### src/design/linc_defs.svh
// Register map, field positions, reset values and timing figures
// Assumes a 32-bit AXI4-Lite slave with byte addresses
`ifndef LINC_DEFS_SVH
`define LINC_DEFS_SVH
`define LINC_A_CTRL     8'h00
`define LINC_A_BAUD     8'h04
`define LINC_A_ID       8'h08
`define LINC_A_LEN      8'h0c
`define LINC_A_SPACE    8'h10
`define LINC_A_STAT     8'h14
`define LINC_A_MASK     8'h18
`define LINC_A_DAT0     8'h1c
`define LINC_A_DAT1     8'h20
`define LINC_C_EN       0
`define LINC_C_MST      1
`define LINC_C_ENH      2
`define LINC_C_RTX      3
`define LINC_C_GO       4
`define LINC_C_ABD      5
`define LINC_S_DONE     0
`define LINC_S_BUSE     1
`define LINC_S_PERR     2
`define LINC_S_CERR     3
`define LINC_S_RERR     4
`define LINC_S_HDR      5
`define LINC_S_BUSY     8
`define LINC_SP_BRK     0
`define LINC_SP_DEL     8
`define LINC_SP_RSP     16
`define LINC_SP_IBS     20
`define LINC_SP_IFS     24
`define LINC_CTRL_RST   6'h00
`define LINC_ID_RST     6'h00
`define LINC_LEN_RST    4'h8
`define LINC_LEN_MAX    4'h8
`define LINC_SPACE_RST  28'h201010d
`define LINC_MASK_RST   6'h00
`define LINC_BRK_DET    4'hb
`define LINC_SYNC_BYTE  8'h55
`define LINC_CKS_OK     8'hff
`define LINC_CLK_HZ     125000000
`define LINC_MAX_BPS    20000
`endif

### src/design/linc_pkg.sv
// Types shared by the LIN controller
// Used with linc_defs.svh
package linc_pkg;
  typedef enum logic [3:0] {
    S_IDLE = 4'b0000,
    S_BRK  = 4'b0001,
    S_DEL  = 4'b0010,
    S_SYNC = 4'b0011,
    S_PID  = 4'b0100,
    S_RSP  = 4'b0101,
    S_DATA = 4'b0110,
    S_IBS  = 4'b0111,
    S_CKS  = 4'b1000,
    S_IFS  = 4'b1001
  } linc_state_t;
endpackage : linc_pkg

### src/design/linc_top.sv
// LIN master/slave controller with AXI4-Lite registers
// Assumes lin_rx/lin_tx go to a LIN transceiver, rx echoes tx
// Contract
// - Bit rate never above 20 kbit/s
// - One master, up to fifteen slaves
// - Master runs header and response tasks
// - Bytes framed start, eight data, stop
// - Master write sends header then response
// - Master read sends header, receives response
// - Slave sends or receives data and checksum
// - Detect break end, sync, full header
// - Programmable or measured automatic bit rate
// - Data length one to eight bytes
// - Classic or enhanced checksum selectable
// - Programmable break, delimiter and space widths
// - Identifier parity made and verified
// - Flag parity error on mismatch
// - Checksum generated, checked, error flagged
// - Break during response is response error
// - Received line glitch filtered
//
// Our own choices: the address map and the AXI4-Lite interface to the registers.
`include "linc_defs.svh"
`timescale 1ns/1ps
`default_nettype none
module linc_top
  import linc_pkg::*;
#(
  parameter int CLK_HZ  = `LINC_CLK_HZ,
  parameter int MAX_BPS = `LINC_MAX_BPS,
  parameter int MIN_DIV = CLK_HZ / MAX_BPS
) (
  input  wire logic        aclk,
  input  wire logic        aresetn,
  input  wire logic [7:0]  s_axi_awaddr,
  input  wire logic        s_axi_awvalid,
  output var  logic        s_axi_awready,
  input  wire logic [31:0] s_axi_wdata,
  input  wire logic [3:0]  s_axi_wstrb,
  input  wire logic        s_axi_wvalid,
  output var  logic        s_axi_wready,
  output var  logic [1:0]  s_axi_bresp,
  output var  logic        s_axi_bvalid,
  input  wire logic        s_axi_bready,
  input  wire logic [7:0]  s_axi_araddr,
  input  wire logic        s_axi_arvalid,
  output var  logic        s_axi_arready,
  output var  logic [31:0] s_axi_rdata,
  output var  logic [1:0]  s_axi_rresp,
  output var  logic        s_axi_rvalid,
  input  wire logic        s_axi_rready,
  input  wire logic        lin_rx,
  output var  logic        lin_tx,
  output var  logic        irq
);
  localparam logic [15:0] DIV_MIN = 16'(MIN_DIV);

  // Register group
  logic        awready_r, awready_nxt, wready_r, wready_nxt;
  logic        aw_got_r, aw_got_nxt, w_got_r, w_got_nxt;
  logic [7:0]  waddr_r, waddr_nxt;
  logic [31:0] wdata_r, wdata_nxt;
  logic [3:0]  wstrb_r, wstrb_nxt;
  logic        bvalid_r, bvalid_nxt, arready_r, arready_nxt;
  logic        rvalid_r, rvalid_nxt;
  logic [1:0]  bresp_r, bresp_nxt, rresp_r, rresp_nxt;
  logic [31:0] rdata_r, rdata_nxt;
  logic [5:0]  ctrl_r, ctrl_nxt, id_r, id_nxt;
  logic [15:0] baud_r, baud_nxt;
  logic [3:0]  len_r, len_nxt;
  logic [27:0] space_r, space_nxt;
  logic [5:0]  stat_r, stat_nxt, mask_r, mask_nxt;
  logic        go_r, go_nxt, irq_r, irq_nxt;
  logic [7:0]  dat_r [8];
  logic [7:0]  dat_nxt [8];

  // Link group
  linc_state_t st_r, st_nxt;
  logic [2:0]  fl_r, fl_nxt;
  logic        filt_r, filt_nxt, filt_d_r, filt_d_nxt;
  logic [15:0] ltmr_r, ltmr_nxt, tmr_r, tmr_nxt;
  logic [3:0]  lbits_r, lbits_nxt, bitn_r, bitn_nxt;
  logic        act_r, act_nxt, arm_r, arm_nxt, btx_r, btx_nxt;
  logic [9:0]  shf_r, shf_nxt;
  logic [7:0]  rxs_r, rxs_nxt, sum_r, sum_nxt, pid_r, pid_nxt;
  logic [4:0]  gap_r, gap_nxt;
  logic [3:0]  idx_r, idx_nxt;
  logic        rtx_r, rtx_nxt, tx_r, tx_nxt;
  logic [5:0]  ev_r, ev_nxt;
  logic        rxw_r, rxw_nxt, abw_r, abw_nxt;
  logic [2:0]  rxi_r, rxi_nxt, edg_r, edg_nxt;
  logic [7:0]  rxd_r, rxd_nxt;
  logic [15:0] abd_r, abd_nxt;
  logic [19:0] meas_r, meas_nxt;

  // Link comb scratch
  logic        fall, rise, brk_end, bdone, gdone;
  logic        stx, srx, sgap;
  logic [7:0]  stx_b, cb;
  logic [4:0]  sgap_n;
  // Register comb scratch
  logic        do_wr, do_rd;
  logic [31:0] wm;

  function automatic logic [7:0] pid_of(input logic [5:0] i);
    logic id_parity_bit_high;
    logic id_parity_bit_low;
    id_parity_bit_low  = i[0] ^ i[1] ^ i[2] ^ i[4];
    id_parity_bit_high = ~(i[1] ^ i[3] ^ i[4] ^ i[5]);
    return {id_parity_bit_high, id_parity_bit_low, i};
  endfunction : pid_of

  // Carry wraps back into the sum
  function automatic logic [7:0] cks_add(input logic [7:0] a,
                                         input logic [7:0] b);
    logic [8:0] t;
    t = {1'b0, a} + {1'b0, b};
    return t[7:0] + {7'h00, t[8]};
  endfunction : cks_add

  function automatic logic [15:0] clamp_div(input logic [15:0] d);
    return (d < DIV_MIN) ? DIV_MIN : d;
  endfunction : clamp_div

  function automatic logic hit(input logic [7:0] a);
    return (a <= `LINC_A_DAT1) && (a[1:0] == 2'b00);
  endfunction : hit

  function automatic logic [31:0] rd_reg(input logic [7:0] a);
    unique case (a)
      `LINC_A_CTRL:  rd_reg = {26'h0, ctrl_r};
      `LINC_A_BAUD:  rd_reg = {16'h0, baud_r};
      `LINC_A_ID:    rd_reg = {16'h0, pid_r, 2'b00, id_r};
      `LINC_A_LEN:   rd_reg = {28'h0, len_r};
      `LINC_A_SPACE: rd_reg = {4'h0, space_r};
      `LINC_A_STAT:  rd_reg = {23'h0, st_r != S_IDLE, 2'b00, stat_r};
      `LINC_A_MASK:  rd_reg = {26'h0, mask_r};
      `LINC_A_DAT0:  rd_reg = {dat_r[3], dat_r[2], dat_r[1], dat_r[0]};
      `LINC_A_DAT1:  rd_reg = {dat_r[7], dat_r[6], dat_r[5], dat_r[4]};
      default:       rd_reg = 32'h0000_0000;
    endcase
  endfunction : rd_reg

  always_comb begin
    awready_nxt = awready_r;
    wready_nxt  = wready_r;
    waddr_nxt   = waddr_r;
    wdata_nxt   = wdata_r;
    wstrb_nxt   = wstrb_r;
    bresp_nxt   = bresp_r;
    rdata_nxt   = rdata_r;
    rresp_nxt   = rresp_r;
    ctrl_nxt    = ctrl_r;
    id_nxt      = id_r;
    len_nxt     = len_r;
    space_nxt   = space_r;
    mask_nxt    = mask_r;
    baud_nxt    = baud_r;
    dat_nxt     = dat_r;
    go_nxt      = 1'b0;
    aw_got_nxt  = aw_got_r | (s_axi_awvalid & awready_r);
    w_got_nxt   = w_got_r | (s_axi_wvalid & wready_r);
    if (s_axi_awvalid && awready_r) begin
      waddr_nxt = s_axi_awaddr;
    end
    if (s_axi_wvalid && wready_r) begin
      wdata_nxt = s_axi_wdata;
      wstrb_nxt = s_axi_wstrb;
    end
    do_wr = aw_got_r & w_got_r & ~bvalid_r;
    wm = rd_reg(waddr_r);
    for (int k = 0; k < 4; k++) begin
      if (wstrb_r[k]) begin
        wm[8*k +: 8] = wdata_r[8*k +: 8];
      end
    end
    bvalid_nxt = bvalid_r & ~s_axi_bready;
    stat_nxt = stat_r;
    if (do_wr) begin
      aw_got_nxt = 1'b0;
      w_got_nxt  = 1'b0;
      bvalid_nxt = 1'b1;
      bresp_nxt  = hit(waddr_r) ? 2'b00 : 2'b10;
      unique case (waddr_r)
        `LINC_A_CTRL: begin
          ctrl_nxt = wm[5:0] & ~(6'h01 << `LINC_C_GO);
          go_nxt   = wm[`LINC_C_GO];
        end
        `LINC_A_BAUD:  baud_nxt = clamp_div(wm[15:0]);
        `LINC_A_ID:    id_nxt = wm[5:0];
        `LINC_A_LEN: begin
          len_nxt = (wm[3:0] == 4'h0) ? 4'h1 :
                    (wm[3:0] > `LINC_LEN_MAX) ? `LINC_LEN_MAX : wm[3:0];
        end
        `LINC_A_SPACE: space_nxt = wm[27:0];
        `LINC_A_STAT: begin
          stat_nxt = stat_r & ~(wdata_r[5:0] & {6{wstrb_r[0]}});
        end
        `LINC_A_MASK:  mask_nxt = wm[5:0];
        `LINC_A_DAT0: begin
          for (int k = 0; k < 4; k++) begin
            dat_nxt[k] = wm[8*k +: 8];
          end
        end
        `LINC_A_DAT1: begin
          for (int k = 0; k < 4; k++) begin
            dat_nxt[k+4] = wm[8*k +: 8];
          end
        end
        default: ;
      endcase
    end
    stat_nxt = stat_nxt | ev_r;
    if (abw_r) begin
      baud_nxt = clamp_div(abd_r);
    end
    if (rxw_r) begin
      dat_nxt[rxi_r] = rxd_r;
    end
    awready_nxt = ~aw_got_nxt & ~bvalid_nxt;
    wready_nxt  = ~w_got_nxt & ~bvalid_nxt;
    do_rd = s_axi_arvalid & arready_r;
    rvalid_nxt = (rvalid_r & ~s_axi_rready) | do_rd;
    if (do_rd) begin
      rdata_nxt = rd_reg(s_axi_araddr);
      rresp_nxt = hit(s_axi_araddr) ? 2'b00 : 2'b10;
    end
    arready_nxt = ~rvalid_nxt;
    irq_nxt = |(stat_nxt & mask_nxt);
  end

  always_ff @(posedge aclk) begin
    if (!aresetn) begin
      awready_r <= 1'b0;
      wready_r  <= 1'b0;
      aw_got_r  <= 1'b0;
      w_got_r   <= 1'b0;
      waddr_r   <= 8'h00;
      wdata_r   <= 32'h0000_0000;
      wstrb_r   <= 4'h0;
      bvalid_r  <= 1'b0;
      bresp_r   <= 2'b00;
      arready_r <= 1'b0;
      rvalid_r  <= 1'b0;
      rdata_r   <= 32'h0000_0000;
      rresp_r   <= 2'b00;
      ctrl_r    <= `LINC_CTRL_RST;
      id_r      <= `LINC_ID_RST;
      baud_r    <= DIV_MIN;
      len_r     <= `LINC_LEN_RST;
      space_r   <= `LINC_SPACE_RST;
      stat_r    <= 6'h00;
      mask_r    <= `LINC_MASK_RST;
      go_r      <= 1'b0;
      irq_r     <= 1'b0;
      dat_r     <= '{default: 8'h00};
    end else begin
      awready_r <= awready_nxt;
      wready_r  <= wready_nxt;
      aw_got_r  <= aw_got_nxt;
      w_got_r   <= w_got_nxt;
      waddr_r   <= waddr_nxt;
      wdata_r   <= wdata_nxt;
      wstrb_r   <= wstrb_nxt;
      bvalid_r  <= bvalid_nxt;
      bresp_r   <= bresp_nxt;
      arready_r <= arready_nxt;
      rvalid_r  <= rvalid_nxt;
      rdata_r   <= rdata_nxt;
      rresp_r   <= rresp_nxt;
      ctrl_r    <= ctrl_nxt;
      id_r      <= id_nxt;
      baud_r    <= baud_nxt;
      len_r     <= len_nxt;
      space_r   <= space_nxt;
      stat_r    <= stat_nxt;
      mask_r    <= mask_nxt;
      go_r      <= go_nxt;
      irq_r     <= irq_nxt;
      dat_r     <= dat_nxt;
    end
  end

  always_comb begin
    st_nxt = st_r;
    tmr_nxt = tmr_r;
    bitn_nxt = bitn_r;
    act_nxt = act_r;
    arm_nxt = arm_r;
    btx_nxt = btx_r;
    shf_nxt = shf_r;
    rxs_nxt = rxs_r;
    sum_nxt = sum_r;
    pid_nxt = pid_r;
    gap_nxt = gap_r;
    idx_nxt = idx_r;
    rtx_nxt = rtx_r;
    tx_nxt = tx_r;
    edg_nxt = edg_r;
    meas_nxt = meas_r;
    ev_nxt = 6'h00;
    rxw_nxt = 1'b0;
    rxi_nxt = rxi_r;
    rxd_nxt = rxd_r;
    abw_nxt = 1'b0;
    abd_nxt = abd_r;
    stx = 1'b0;
    srx = 1'b0;
    sgap = 1'b0;
    stx_b = 8'h00;
    sgap_n = 5'h00;
    bdone = 1'b0;
    cb = 8'h00;
    fl_nxt = {fl_r[1:0], lin_rx};
    filt_nxt = (&fl_r) ? 1'b1 : (~|fl_r) ? 1'b0 : filt_r;
    filt_d_nxt = filt_r;
    fall = filt_d_r & ~filt_r;
    rise = ~filt_d_r & filt_r;
    ltmr_nxt = 16'h0000;
    lbits_nxt = 4'h0;
    if (!filt_r) begin
      ltmr_nxt = ltmr_r + 16'h0001;
      lbits_nxt = lbits_r;
      if (ltmr_r == baud_r - 16'h0001) begin
        ltmr_nxt = 16'h0000;
        if (lbits_r < `LINC_BRK_DET) begin
          lbits_nxt = lbits_r + 4'h1;
        end
      end
    end
    brk_end = rise && (lbits_r == `LINC_BRK_DET);
    if (arm_r && fall) begin
      arm_nxt = 1'b0;
      act_nxt = 1'b1;
      btx_nxt = 1'b0;
      bitn_nxt = 4'h0;
      tmr_nxt = 16'h0000;
    end else if (act_r) begin
      tmr_nxt = tmr_r + 16'h0001;
      if (tmr_r == (baud_r >> 1)) begin
        if (bitn_r != 4'h0 && bitn_r != 4'h9) begin
          rxs_nxt = {filt_r, rxs_r[7:1]};
        end
        // receive ends mid stop, keeps next start edge
        if (!btx_r && bitn_r == 4'h9) begin
          act_nxt = 1'b0;
          bdone = 1'b1;
        end
        if (btx_r && filt_r != tx_r) begin
          ev_nxt[`LINC_S_BUSE] = 1'b1;
        end
      end
      if (tmr_r == baud_r - 16'h0001) begin
        tmr_nxt = 16'h0000;
        bitn_nxt = bitn_r + 4'h1;
        shf_nxt = {1'b1, shf_r[9:1]};
        tx_nxt = btx_r ? shf_r[1] : 1'b1;
        if (bitn_r == 4'h9) begin
          act_nxt = 1'b0;
          bdone = 1'b1;
          tx_nxt = 1'b1;
        end
      end
    end else if (!arm_r) begin
      tmr_nxt = tmr_r + 16'h0001;
      if (tmr_r == baud_r - 16'h0001) begin
        tmr_nxt = 16'h0000;
        if (gap_r != 5'h00) begin
          gap_nxt = gap_r - 5'h01;
        end
      end
    end
    gdone = (gap_r == 5'h00);
    if (!ctrl_r[`LINC_C_EN]) begin
      st_nxt = S_IDLE;
      act_nxt = 1'b0;
      arm_nxt = 1'b0;
      tx_nxt = 1'b1;
    end else if (brk_end && st_r >= S_RSP && st_r <= S_CKS) begin
      ev_nxt[`LINC_S_RERR] = 1'b1;
      act_nxt = 1'b0;
      arm_nxt = 1'b0;
      tx_nxt = 1'b1;
      st_nxt = ctrl_r[`LINC_C_MST] ? S_IDLE : S_SYNC;
      edg_nxt = 3'h0;
      meas_nxt = 20'h00000;
      srx = ~ctrl_r[`LINC_C_MST] & ~ctrl_r[`LINC_C_ABD];
    end else begin
      unique case (st_r)
        S_IDLE: begin
          tx_nxt = 1'b1;
          if (ctrl_r[`LINC_C_MST] && go_r) begin
            st_nxt = S_BRK;
            tx_nxt = 1'b0;
            rtx_nxt = ctrl_r[`LINC_C_RTX];
            sgap = 1'b1;
            sgap_n = space_r[`LINC_SP_BRK +: 5];
          end else if (!ctrl_r[`LINC_C_MST] && brk_end) begin
            st_nxt = S_SYNC;
            rtx_nxt = ctrl_r[`LINC_C_RTX];
            edg_nxt = 3'h0;
            meas_nxt = 20'h00000;
            srx = ~ctrl_r[`LINC_C_ABD];
          end
        end
        S_BRK: begin
          if (gdone) begin
            st_nxt = S_DEL;
            tx_nxt = 1'b1;
            sgap = 1'b1;
            sgap_n = {1'b0, space_r[`LINC_SP_DEL +: 4]};
          end
        end
        S_DEL: begin
          if (gdone) begin
            st_nxt = S_SYNC;
            stx = 1'b1;
            stx_b = `LINC_SYNC_BYTE;
          end
        end
        S_SYNC: begin
          if (!ctrl_r[`LINC_C_MST] && ctrl_r[`LINC_C_ABD]) begin
            if (edg_r != 3'h0) begin
              meas_nxt = meas_r + 20'h00001;
            end
            if (fall) begin
              edg_nxt = edg_r + 3'h1;
              if (edg_r == 3'h4) begin
                abw_nxt = 1'b1;
                abd_nxt = meas_r[18:3];
                st_nxt = S_PID;
                srx = 1'b1;
              end
            end
          end else if (bdone) begin
            if (ctrl_r[`LINC_C_MST]) begin
              st_nxt = S_PID;
              stx = 1'b1;
              stx_b = pid_of(id_r);
            end else if (rxs_r == `LINC_SYNC_BYTE) begin
              st_nxt = S_PID;
              srx = 1'b1;
            end else begin
              st_nxt = S_IDLE;
            end
          end
        end
        S_PID: begin
          if (bdone) begin
            pid_nxt = rxs_r;
            if (rxs_r != pid_of(rxs_r[5:0])) begin
              ev_nxt[`LINC_S_PERR] = 1'b1;
              st_nxt = S_IDLE;
            end else if (ctrl_r[`LINC_C_MST] || rxs_r[5:0] == id_r) begin
              ev_nxt[`LINC_S_HDR] = 1'b1;
              st_nxt = S_RSP;
              idx_nxt = 4'h0;
              sum_nxt = ctrl_r[`LINC_C_ENH] ? rxs_r : 8'h00;
              sgap = 1'b1;
              sgap_n = {1'b0, space_r[`LINC_SP_RSP +: 4]};
            end else begin
              ev_nxt[`LINC_S_HDR] = 1'b1;
              st_nxt = S_IDLE;
            end
          end
        end
        S_RSP: begin
          if (gdone) begin
            st_nxt = S_DATA;
            stx = rtx_r;
            srx = ~rtx_r;
            stx_b = dat_r[idx_r[2:0]];
          end
        end
        S_DATA: begin
          if (bdone) begin
            cb = rtx_r ? dat_r[idx_r[2:0]] : rxs_r;
            sum_nxt = cks_add(sum_r, cb);
            rxw_nxt = ~rtx_r;
            rxi_nxt = idx_r[2:0];
            rxd_nxt = rxs_r;
            idx_nxt = idx_r + 4'h1;
            st_nxt = S_IBS;
            sgap = 1'b1;
            sgap_n = {1'b0, space_r[`LINC_SP_IBS +: 4]};
          end
        end
        S_IBS: begin
          if (gdone) begin
            st_nxt = (idx_r == len_r) ? S_CKS : S_DATA;
            stx = rtx_r;
            srx = ~rtx_r;
            stx_b = (idx_r == len_r) ? ~sum_r : dat_r[idx_r[2:0]];
          end
        end
        S_CKS: begin
          if (bdone) begin
            if (!rtx_r && cks_add(sum_r, rxs_r) != `LINC_CKS_OK) begin
              ev_nxt[`LINC_S_CERR] = 1'b1;
            end
            ev_nxt[`LINC_S_DONE] = 1'b1;
            st_nxt = S_IFS;
            sgap = 1'b1;
            sgap_n = {1'b0, space_r[`LINC_SP_IFS +: 4]};
          end
        end
        S_IFS: begin
          if (gdone) begin
            st_nxt = S_IDLE;
          end
        end
        default: st_nxt = S_IDLE;
      endcase
    end
    if (stx) begin
      act_nxt = 1'b1;
      btx_nxt = 1'b1;
      bitn_nxt = 4'h0;
      tmr_nxt = 16'h0000;
      shf_nxt = {1'b1, stx_b, 1'b0};
      tx_nxt = 1'b0;
    end
    if (srx) begin
      arm_nxt = 1'b1;
    end
    if (sgap) begin
      gap_nxt = sgap_n;
      tmr_nxt = 16'h0000;
    end
  end

  always_ff @(posedge aclk) begin
    if (!aresetn) begin
      st_r <= S_IDLE;
      fl_r <= 3'h7;
      filt_r <= 1'b1;
      filt_d_r <= 1'b1;
      ltmr_r <= 16'h0000;
      lbits_r <= 4'h0;
      tmr_r <= 16'h0000;
      bitn_r <= 4'h0;
      act_r <= 1'b0;
      arm_r <= 1'b0;
      btx_r <= 1'b0;
      shf_r <= 10'h3ff;
      rxs_r <= 8'h00;
      sum_r <= 8'h00;
      pid_r <= 8'h00;
      gap_r <= 5'h00;
      idx_r <= 4'h0;
      rtx_r <= 1'b0;
      tx_r <= 1'b1;
      ev_r <= 6'h00;
      rxw_r <= 1'b0;
      rxi_r <= 3'h0;
      rxd_r <= 8'h00;
      abw_r <= 1'b0;
      abd_r <= 16'h0000;
      edg_r <= 3'h0;
      meas_r <= 20'h00000;
    end else begin
      st_r <= st_nxt;
      fl_r <= fl_nxt;
      filt_r <= filt_nxt;
      filt_d_r <= filt_d_nxt;
      ltmr_r <= ltmr_nxt;
      lbits_r <= lbits_nxt;
      tmr_r <= tmr_nxt;
      bitn_r <= bitn_nxt;
      act_r <= act_nxt;
      arm_r <= arm_nxt;
      btx_r <= btx_nxt;
      shf_r <= shf_nxt;
      rxs_r <= rxs_nxt;
      sum_r <= sum_nxt;
      pid_r <= pid_nxt;
      gap_r <= gap_nxt;
      idx_r <= idx_nxt;
      rtx_r <= rtx_nxt;
      tx_r <= tx_nxt;
      ev_r <= ev_nxt;
      rxw_r <= rxw_nxt;
      rxi_r <= rxi_nxt;
      rxd_r <= rxd_nxt;
      abw_r <= abw_nxt;
      abd_r <= abd_nxt;
      edg_r <= edg_nxt;
      meas_r <= meas_nxt;
    end
  end

  assign s_axi_awready = awready_r;
  assign s_axi_wready  = wready_r;
  assign s_axi_bvalid  = bvalid_r;
  assign s_axi_bresp   = bresp_r;
  assign s_axi_arready = arready_r;
  assign s_axi_rvalid  = rvalid_r;
  assign s_axi_rdata   = rdata_r;
  assign s_axi_rresp   = rresp_r;
  assign lin_tx        = tx_r;
  assign irq           = irq_r;
endmodule : linc_top
`default_nettype wire

### config.mk
export PLATFORM = sky130hd
export DESIGN_NAME = linc_top
export DESIGN_NICKNAME = d
export VERILOG_FILES = /design/src/design/linc_pkg.sv /design/src/design/linc_top.sv
export VERILOG_INCLUDE_DIRS = /design/src /design/src/design
export SDC_FILE = /design/constraint.sdc
export NUM_CORES = 1
export LEC_CHECK = 0
export CORE_MARGIN = 4
export CORE_UTILIZATION = 55
export CTS_BUF_LIST = sky130_fd_sc_hd__clkbuf_4
export DETAILED_ROUTE_END_ITERATION = 6
export DONT_BUFFER_PORTS = 1
export GPL_ROUTABILITY_DRIVEN = 0
export PLACE_DENSITY_LB_ADDON = 0.08
export RECOVER_POWER = 25
export SLEW_MARGIN = 10
export SYNTH_ARGS = -nofsm -noshare
export SYNTH_HDL_FRONTEND = slang
export SYNTH_SLANG_ARGS = --single-unit
### constraint.sdc
create_clock -name aclk -period 12.53 [get_ports aclk]
set_clock_uncertainty 0.05 [all_clocks]
set_input_delay 0.6265 -clock aclk [delete_from_list [all_inputs] [get_ports aclk]]
set_output_delay 0.6265 -clock aclk [all_outputs]
set_load 0.05 [all_outputs]
==> qor.yml, run 1 <==
outcome: "complete, but fails checks"
failed_checks: "DRC, capacitance limit, slew limit"
drv_slew: 109
cellPowerDensity_nw_per_um2: 108
grt_first_pass_wirelength_mm: 113
synth_adder_area_share_pct: 2.19
critical-path-top-delay-family: "simple AND/OR/NAND/NOR gates"
wl_mm: 74.0
finalHoldViolCount: 0
p_seq_share_pct: 50.1
cp_num_buf_inv: 1
synth_edf_count: 0
maxCapViolations: 3
row_count: 70
clkPwrFrac_pct: 44.6
final_common_cell: "nand2_1"
final_cell_mix: "nand2_1, dfxtp_1, nor2_1, a21oi_1, clkbuf_4"
synth_compound_area_share_pct: 20.7
avgSynthCellArea_um2: 7.91
p_sw_uw: 623
syn_to_final_growth_pct: 9.02
cts_made_buffers: 100
drtIter0Drc: 3057
crit_path_cell_trace: "inv_1 > ha_1 > nor3b_1 > nand4_1 > xor2_1 > o221ai_1 > or4_1 > o22ai_4 > nor4b_2 > mux2i_1 > nor2_1"
slowest_delay_ns: 1.02
wl_per_cell_um: 23.4
worst_pin_slew_ns: 2.33
p_leak_nw: 7.98
rsz0062_at_grt: "false"
internal-power_mw: 1.81
first_global_vias: 19082
synth_async_sr_flop_share_pct: 0
cts_htree_levels: 3
synth_seq_cells: 374
clock_path_buffers: 3
worst_setup_path_end_kind: "flip-flop"
synthXorXnorAreaFrac_pct: 6.51
placement.io_buffers: 0
synth-simple-area-share_pct: 23.8
fp.coreArea_um2: 36900
holdCritPathClass: "in -> reg"
fin_area_um2: 22600
setup_violations: 0
synthMuxAreaShare_pct: 5.99
avgViaCountPerCell: 6.48
crit_type: "reg -> reg"
dp_hpwl_mm: 51.4
combPwrFrac_pct: 5.3
min_period_over_period_pct: 41.0
vdd_drop_max_mv: 0.109
drtPass1Iterations: 7
cp_slowest_cell: "nor4b_2"
cp.required_ns: 13.14
arrival_ns: 5.75
antenna_found_initial: 1
dieArea_um2: 40800
cts-root-buf: "clkbuf_4"
setup_tns_ns: 0
cts_tree: "done"
relSlewSlack_pct: -55.3
grt_usage_pct: 34.8
start_util_pct: 56.1
clock_sinks: 374
yosysTopAreaCellShare_pct: 36.2
syn_inst: 2617
p_sw_share_pct: 25.6
grt_max_degree: 159
critical_path.max_fanout: 9
startpoint_type: "flip-flop"
ioPinCount: 103
timing.hold.ws_ns: 0.104
min_period_ns: 5.14
yosys-top-cells-area: "dfxtp_1, nand2_1, nor2_1, a21oi_1, mux2i_1"
vias: 20516
fin_nets: 2692
placed_cell_area_um2: 20800
ys.flop_type: "dfxtp_1"
die_height_um: 202
insertion_delay_ns: 0.82
drive_gt1_share_pct: 9.09
ys_seq_area_share_pct: 36.2
synth_top_area_cell: "dfxtp_1"
fmax_mhz: 195
synth_cell_types: 84
clk_pin_slew_worst_paths_ns: 0.07
synth_top_family_by_area: "simple AND/OR/NAND/NOR gates"
netlist_area_um2: 20700
postRouteAntennaNets: 0
cts_setup_buffers: 0
drc: 22
overflow: 0
floorplan.die.width_um: 202
ys_warn_count: 0
state kept, by name, summed over array words and instances (netlist names), 16 cells and up:
name	flops
dat_r	64
s_axi_rdata	32
wdata_r	32
space_r	28
meas_r	19
abd_r	16
baud_r	16
ltmr_r	16
tmr_r	16
through the flow:
stage	std cells	total power [mW]	utilization [%]	setup slack, ns
after floorplan	2618	1.32	-	7.93
after global placement	2949	1.35	56.4	7.69
after detailed placement	2949	1.35	56.4	7.53
after CTS	3167	2.44	61.2	7.52
after global routing	3168	2.53	61.2	7.18
final	3168	2.43	61.2	7.39
worst register-to-register path: stages, from the launching register on:
cell and delay [ns]:
dfxtp_1 0.42, inv_1 0.10, ha_1 0.30, nor3b_1 0.72, nand4_1 0.40, xor2_1 0.33
o221ai_1 0.17, or4_1 0.84, o22ai_4 0.31, nor4b_2 1.02, mux2i_1 0.30, nor2_1 0.06
area by class of cell:
type | count | area [um2]
antenna | 1 | 2.50
clock buffer | 146 | 1100
clock inverter | 22 | 148
fill | 3324 | 14300
inverter | 41 | 161
multi-input combinational | 1995 | 12300
sequential | 374 | 7490
tap | 504 | 631
timing repair buffer | 85 | 777
cell families after synthesis:
| kind of cell | Yosys count |
|---|---|
| AND/OR/NAND/NOR | 1071 |
| multiplexers | 103 |
| AO/OA/AOI/OAI | 635 |
| flip-flops | 374 |
| adder cells (fa/ha/maj) | 35 |
| buffers and inverters | 249 |
| other | 1 |
| XOR/XNOR | 149 |
path summary, 6_finish.rpt:
check / startpoint / cells after the start / to / slack (ns)
setup reg to reg: baud_r[0]$_SDFFE_PN0P_ / 11 / pid_r[7]$_SDFFE_PN0P_ / 7.39
hold reg to reg: wdata_r[13]$_SDFFE_PN0P_ / 2 / wdata_r[13]$_SDFFE_PN0P_ / 0.40
setup / recovery: baud_r[0]$_SDFFE_PN0P_ / 11 / pid_r[7]$_SDFFE_PN0P_ / 7.39
hold / removal: aresetn / 2 / ev_r[4]$_SDFF_PN0_ / 0.10
power groups by stage:
stage	clock [mW]	combinational, mW	sequential, mW
3_3_place_gp	0	0.106	1.24
5_1_grt	1.17	0.137	1.22
6_report	1.08	0.130	1.22
3_5_place_dp	0	0.107	1.24
4_1_cts	1.10	0.124	1.22
2_1_floorplan	0	0.0807	1.24
Yosys cell counts (13+ instances only):
| cell | n |
|---|---|
| mux4_2 | 16 |
| o21ai_0 | 70 |
| nor3_1 | 37 |
| a311oi_1 | 48 |
| buf_1 | 17 |
| inv_1 | 40 |
| a222oi_1 | 37 |
| a211oi_1 | 51 |
| nor3b_1 | 15 |
| mux2i_1 | 81 |
| or2_2 | 13 |
| nand3_1 | 69 |
| a22o_1 | 23 |
| nand2b_1 | 26 |
| nor2b_1 | 23 |
| nor2_1 | 331 |
| and3_1 | 28 |
| a22oi_1 | 38 |
| nand2_1 | 389 |
| nand4_1 | 20 |
| xor2_1 | 79 |
| clkbuf_1 | 179 |
| ha_1 | 33 |
| a21oi_1 | 229 |
| o211ai_1 | 25 |
| and2_1 | 36 |
| dfxtp_1 | 374 |
| a31oi_1 | 22 |
| nor4_1 | 22 |
| xnor2_1 | 67 |
| or3_1 | 14 |
what timing repair did:
item | 4_1_cts | 5_1_grt
gates resized for setup | 0 | 0
hold buffers | 50 | 0
hold endpoints to repair | 97 | 0
routing by layer:
layer	track usage (%)	part of all wire, %	vias up
met1	47.9	40	9532
met3	11.9	14	286
met4	13.9	4.7	0
li1	-	-	9376
met2	50.3	41	1322
met5	0	0	-
(Power assumes the default switching activity.)
==> run 2, diff against run 1 <==
Clock period 12.53 ns to 4.27 ns, I/O delays scaled along.
==> qor.yml, run 2 (synthesis results as in run 1) <==
outcome: "complete, but fails checks"
failed_checks: "DRC, capacitance limit, slew limit"
cts_tree: "done"
cp_slowest_cell: "or4_1"
cp.required_ns: 4.90  # -8.24 ns
min_period_over_period_pct: 94.7  # +54 points
dp_hpwl_mm: 53.0  # +3.1%
min_period_ns: 4.04  # -1.10 ns
fp.coreArea_um2: 36900  # unchanged
p_seq_share_pct: 50.6  # +0.5 points
die_height_um: 202  # unchanged
vdd_drop_max_mv: 0.250  # +130%
setup_violations: 0  # unchanged
insertion_delay_ns: 0.83  # about the same
first_global_vias: 20083  # +5.2%
startpoint: "baud_r[0]$_SDFFE_PN0P_"
final_common_cell: "nand2_1"
worstHoldStart: "s_axi_wdata[29]"
p_sw_share_pct: 26.2  # +0.56 points
start_util_pct: 56.1  # unchanged
p_sw_mw: 1.85  # +200%
ioPinCount: 103  # unchanged
cts_htree_levels: 3  # unchanged
grt_max_degree: 142  # -11%
largest_reg_flops: 64  # unchanged
r2r-start: "baud_r[0]$_SDFFE_PN0P_"
cp_num_buf_inv: 1  # unchanged
worst_pin_slew_ns: 1.85  # -0.477 ns
wl_mm: 75.8  # +2.4%
row_count: 70  # unchanged
clk_pin_slew_worst_paths_ns: 0.06  # about the same
maxCapViolations: 2  # -1
finalHoldViolCount: 0  # unchanged
floorplan.die.width_um: 202  # unchanged
drc: 26  # +18%
rsz0062_at_grt: "false"
overflow: 0  # unchanged
placement.io_buffers: 0  # unchanged
fmax_mhz: 247  # +27%
place_inst: 3027  # +2.6%
relSlewSlack_pct: -23.6  # +32 points
combPwrFrac_pct: 6.0  # +0.7 points
grt_first_pass_wirelength_mm: 117  # +3.9%
final_util_pct: 63.8  # +2.7 points
top_register: "dat_r"
drtPass1Iterations: 7  # unchanged
clock_path_buffers: 3  # unchanged
crit_path_cell_trace: "or4_4 > or4_1 > a21boi_0 > or4_1 > or4_1 > o32ai_4 > o21ai_4 > buf_4 > nand4_2 > nor2_1"
final_cell_mix: "nand2_1, dfxtp_1, nor2_1, a21oi_1, clkbuf_4"
cts_setup_buffers: 0  # unchanged
cellPowerDensity_nw_per_um2: 301  # +180%
dieArea_um2: 40800  # unchanged
wl_per_cell_um: 23.1  # -1.4%
postRouteAntennaNets: 0  # unchanged
antenna_found_initial: 3  # +2
slowest_delay_ns: 0.76  # -0.26 ns
layout.cells.non_filler: 3287  # +3.8%
setup_tns_ns: 0  # unchanged
syn_to_final_growth_pct: 13.8
startpoint_type: "flip-flop"
grt_usage_pct: 35.9  # +1.1 points
internal-power_mw: 5.22  # +190%
avgViaCountPerCell: 6.39  # -1.4%
clkPwrFrac_pct: 43.5  # -1.1 points
cp_common_cell: "or4_1"
drive_gt1_share_pct: 11.6  # +2.5 points
crit_type: "reg -> reg"
fin_nets: 2806  # +4.2%
p_leak_nw: 8.46  # +6.0%
arrival_ns: 4.67  # -1.08 ns
critical_path.max_fanout: 15  # +6
clock_sinks: 374  # unchanged
drtIter0Drc: 3352  # +9.6%
critical-path-top-delay-family: "simple AND/OR/NAND/NOR gates"
worst_setup_path_end_kind: "flip-flop"
holdCritPathClass: "in -> reg"
cts_made_buffers: 100  # unchanged
vias: 20991  # +2.3%
cts-root-buf: "clkbuf_4"
drv_slew: 75  # -31%
==> run 2: per-layer routing <==
layer | vias up | global-route usage, % | share of wire [%]
met5 | - | 0 | 0.013
met4 | 2 | 12.9 | 4.0
met3 | 249 | 10.5 | 13
met2 | 1313 | 53.9 | 43
met1 | 9859 | 49.4 | 40
li1 | 9568 | - | -
==> run 2: worst min-delay path: stages <==
cell and delay, ns:
dlygate4sd3_1 0.54, nand2_1 0.07, a21oi_1 0.05
==> run 2: cell type report <==
class | count | area, um2
inverter | 41 | 161
clock buffer | 147 | 1100
multi-input combinational | 1995 | 12300
antenna | 5 | 12.5
clock inverter | 22 | 87.6
tap | 504 | 631
fill | 3241 | 13300
sequential | 374 | 7490
timing repair buffer | 199 | 1750
==> run 2: worst paths after layout <==
check,to,slack [ns],depth (start not counted)
hold reg to reg,wdata_r[24]$_SDFFE_PN0P_,0.41,2
setup reg to reg,tmr_r[0]$_SDFFE_PP0P_,0.23,10
setup / recovery,tmr_r[0]$_SDFFE_PP0P_,0.23,10
hold / removal,wdata_r[29]$_SDFFE_PN0P_,0.06,3
==> run 2: power groups by stage <==
stage	Combinational, mW	Sequential [mW]	Clock, mW
4_1_cts	0.397	3.57	3.12
2_1_floorplan	0.237	3.63	0
3_3_place_gp	0.324	3.65	0
5_1_grt	0.443	3.58	3.32
6_report	0.421	3.58	3.08
3_5_place_dp	0.327	3.65	0
==> run 2: repair_timing <==
| item | 4_1_cts | 5_1_grt |
|---|---|---|
| setup endpoints to repair | 0 | 23 |
| resized for setup | 0 | 12 |
| endpoints found under the hold margin | 244 | 1 |
| hold buffers | 85 | 1 |
==> run 2: metrics by stage <==
| step | instance area, um2 | worst slack, ns | power, mW | hold slack [ns] |
|---|---|---|---|---|
| 2_1_floorplan | 20700 | 0.0421 | 3.87 | 0.265 |
| 3_3_place_gp | 21400 | 0.168 | 3.98 | 0.248 |
| 3_5_place_dp | 21400 | 0.0504 | 3.98 | 0.247 |
| 4_1_cts | 23500 | 0.0599 | 7.09 | 0.000185 |
| 5_1_grt | 23500 | 0.00627 | 7.34 | -0.00465 |
| 6_report | 23500 | 0.228 | 7.08 | 0.0620 |
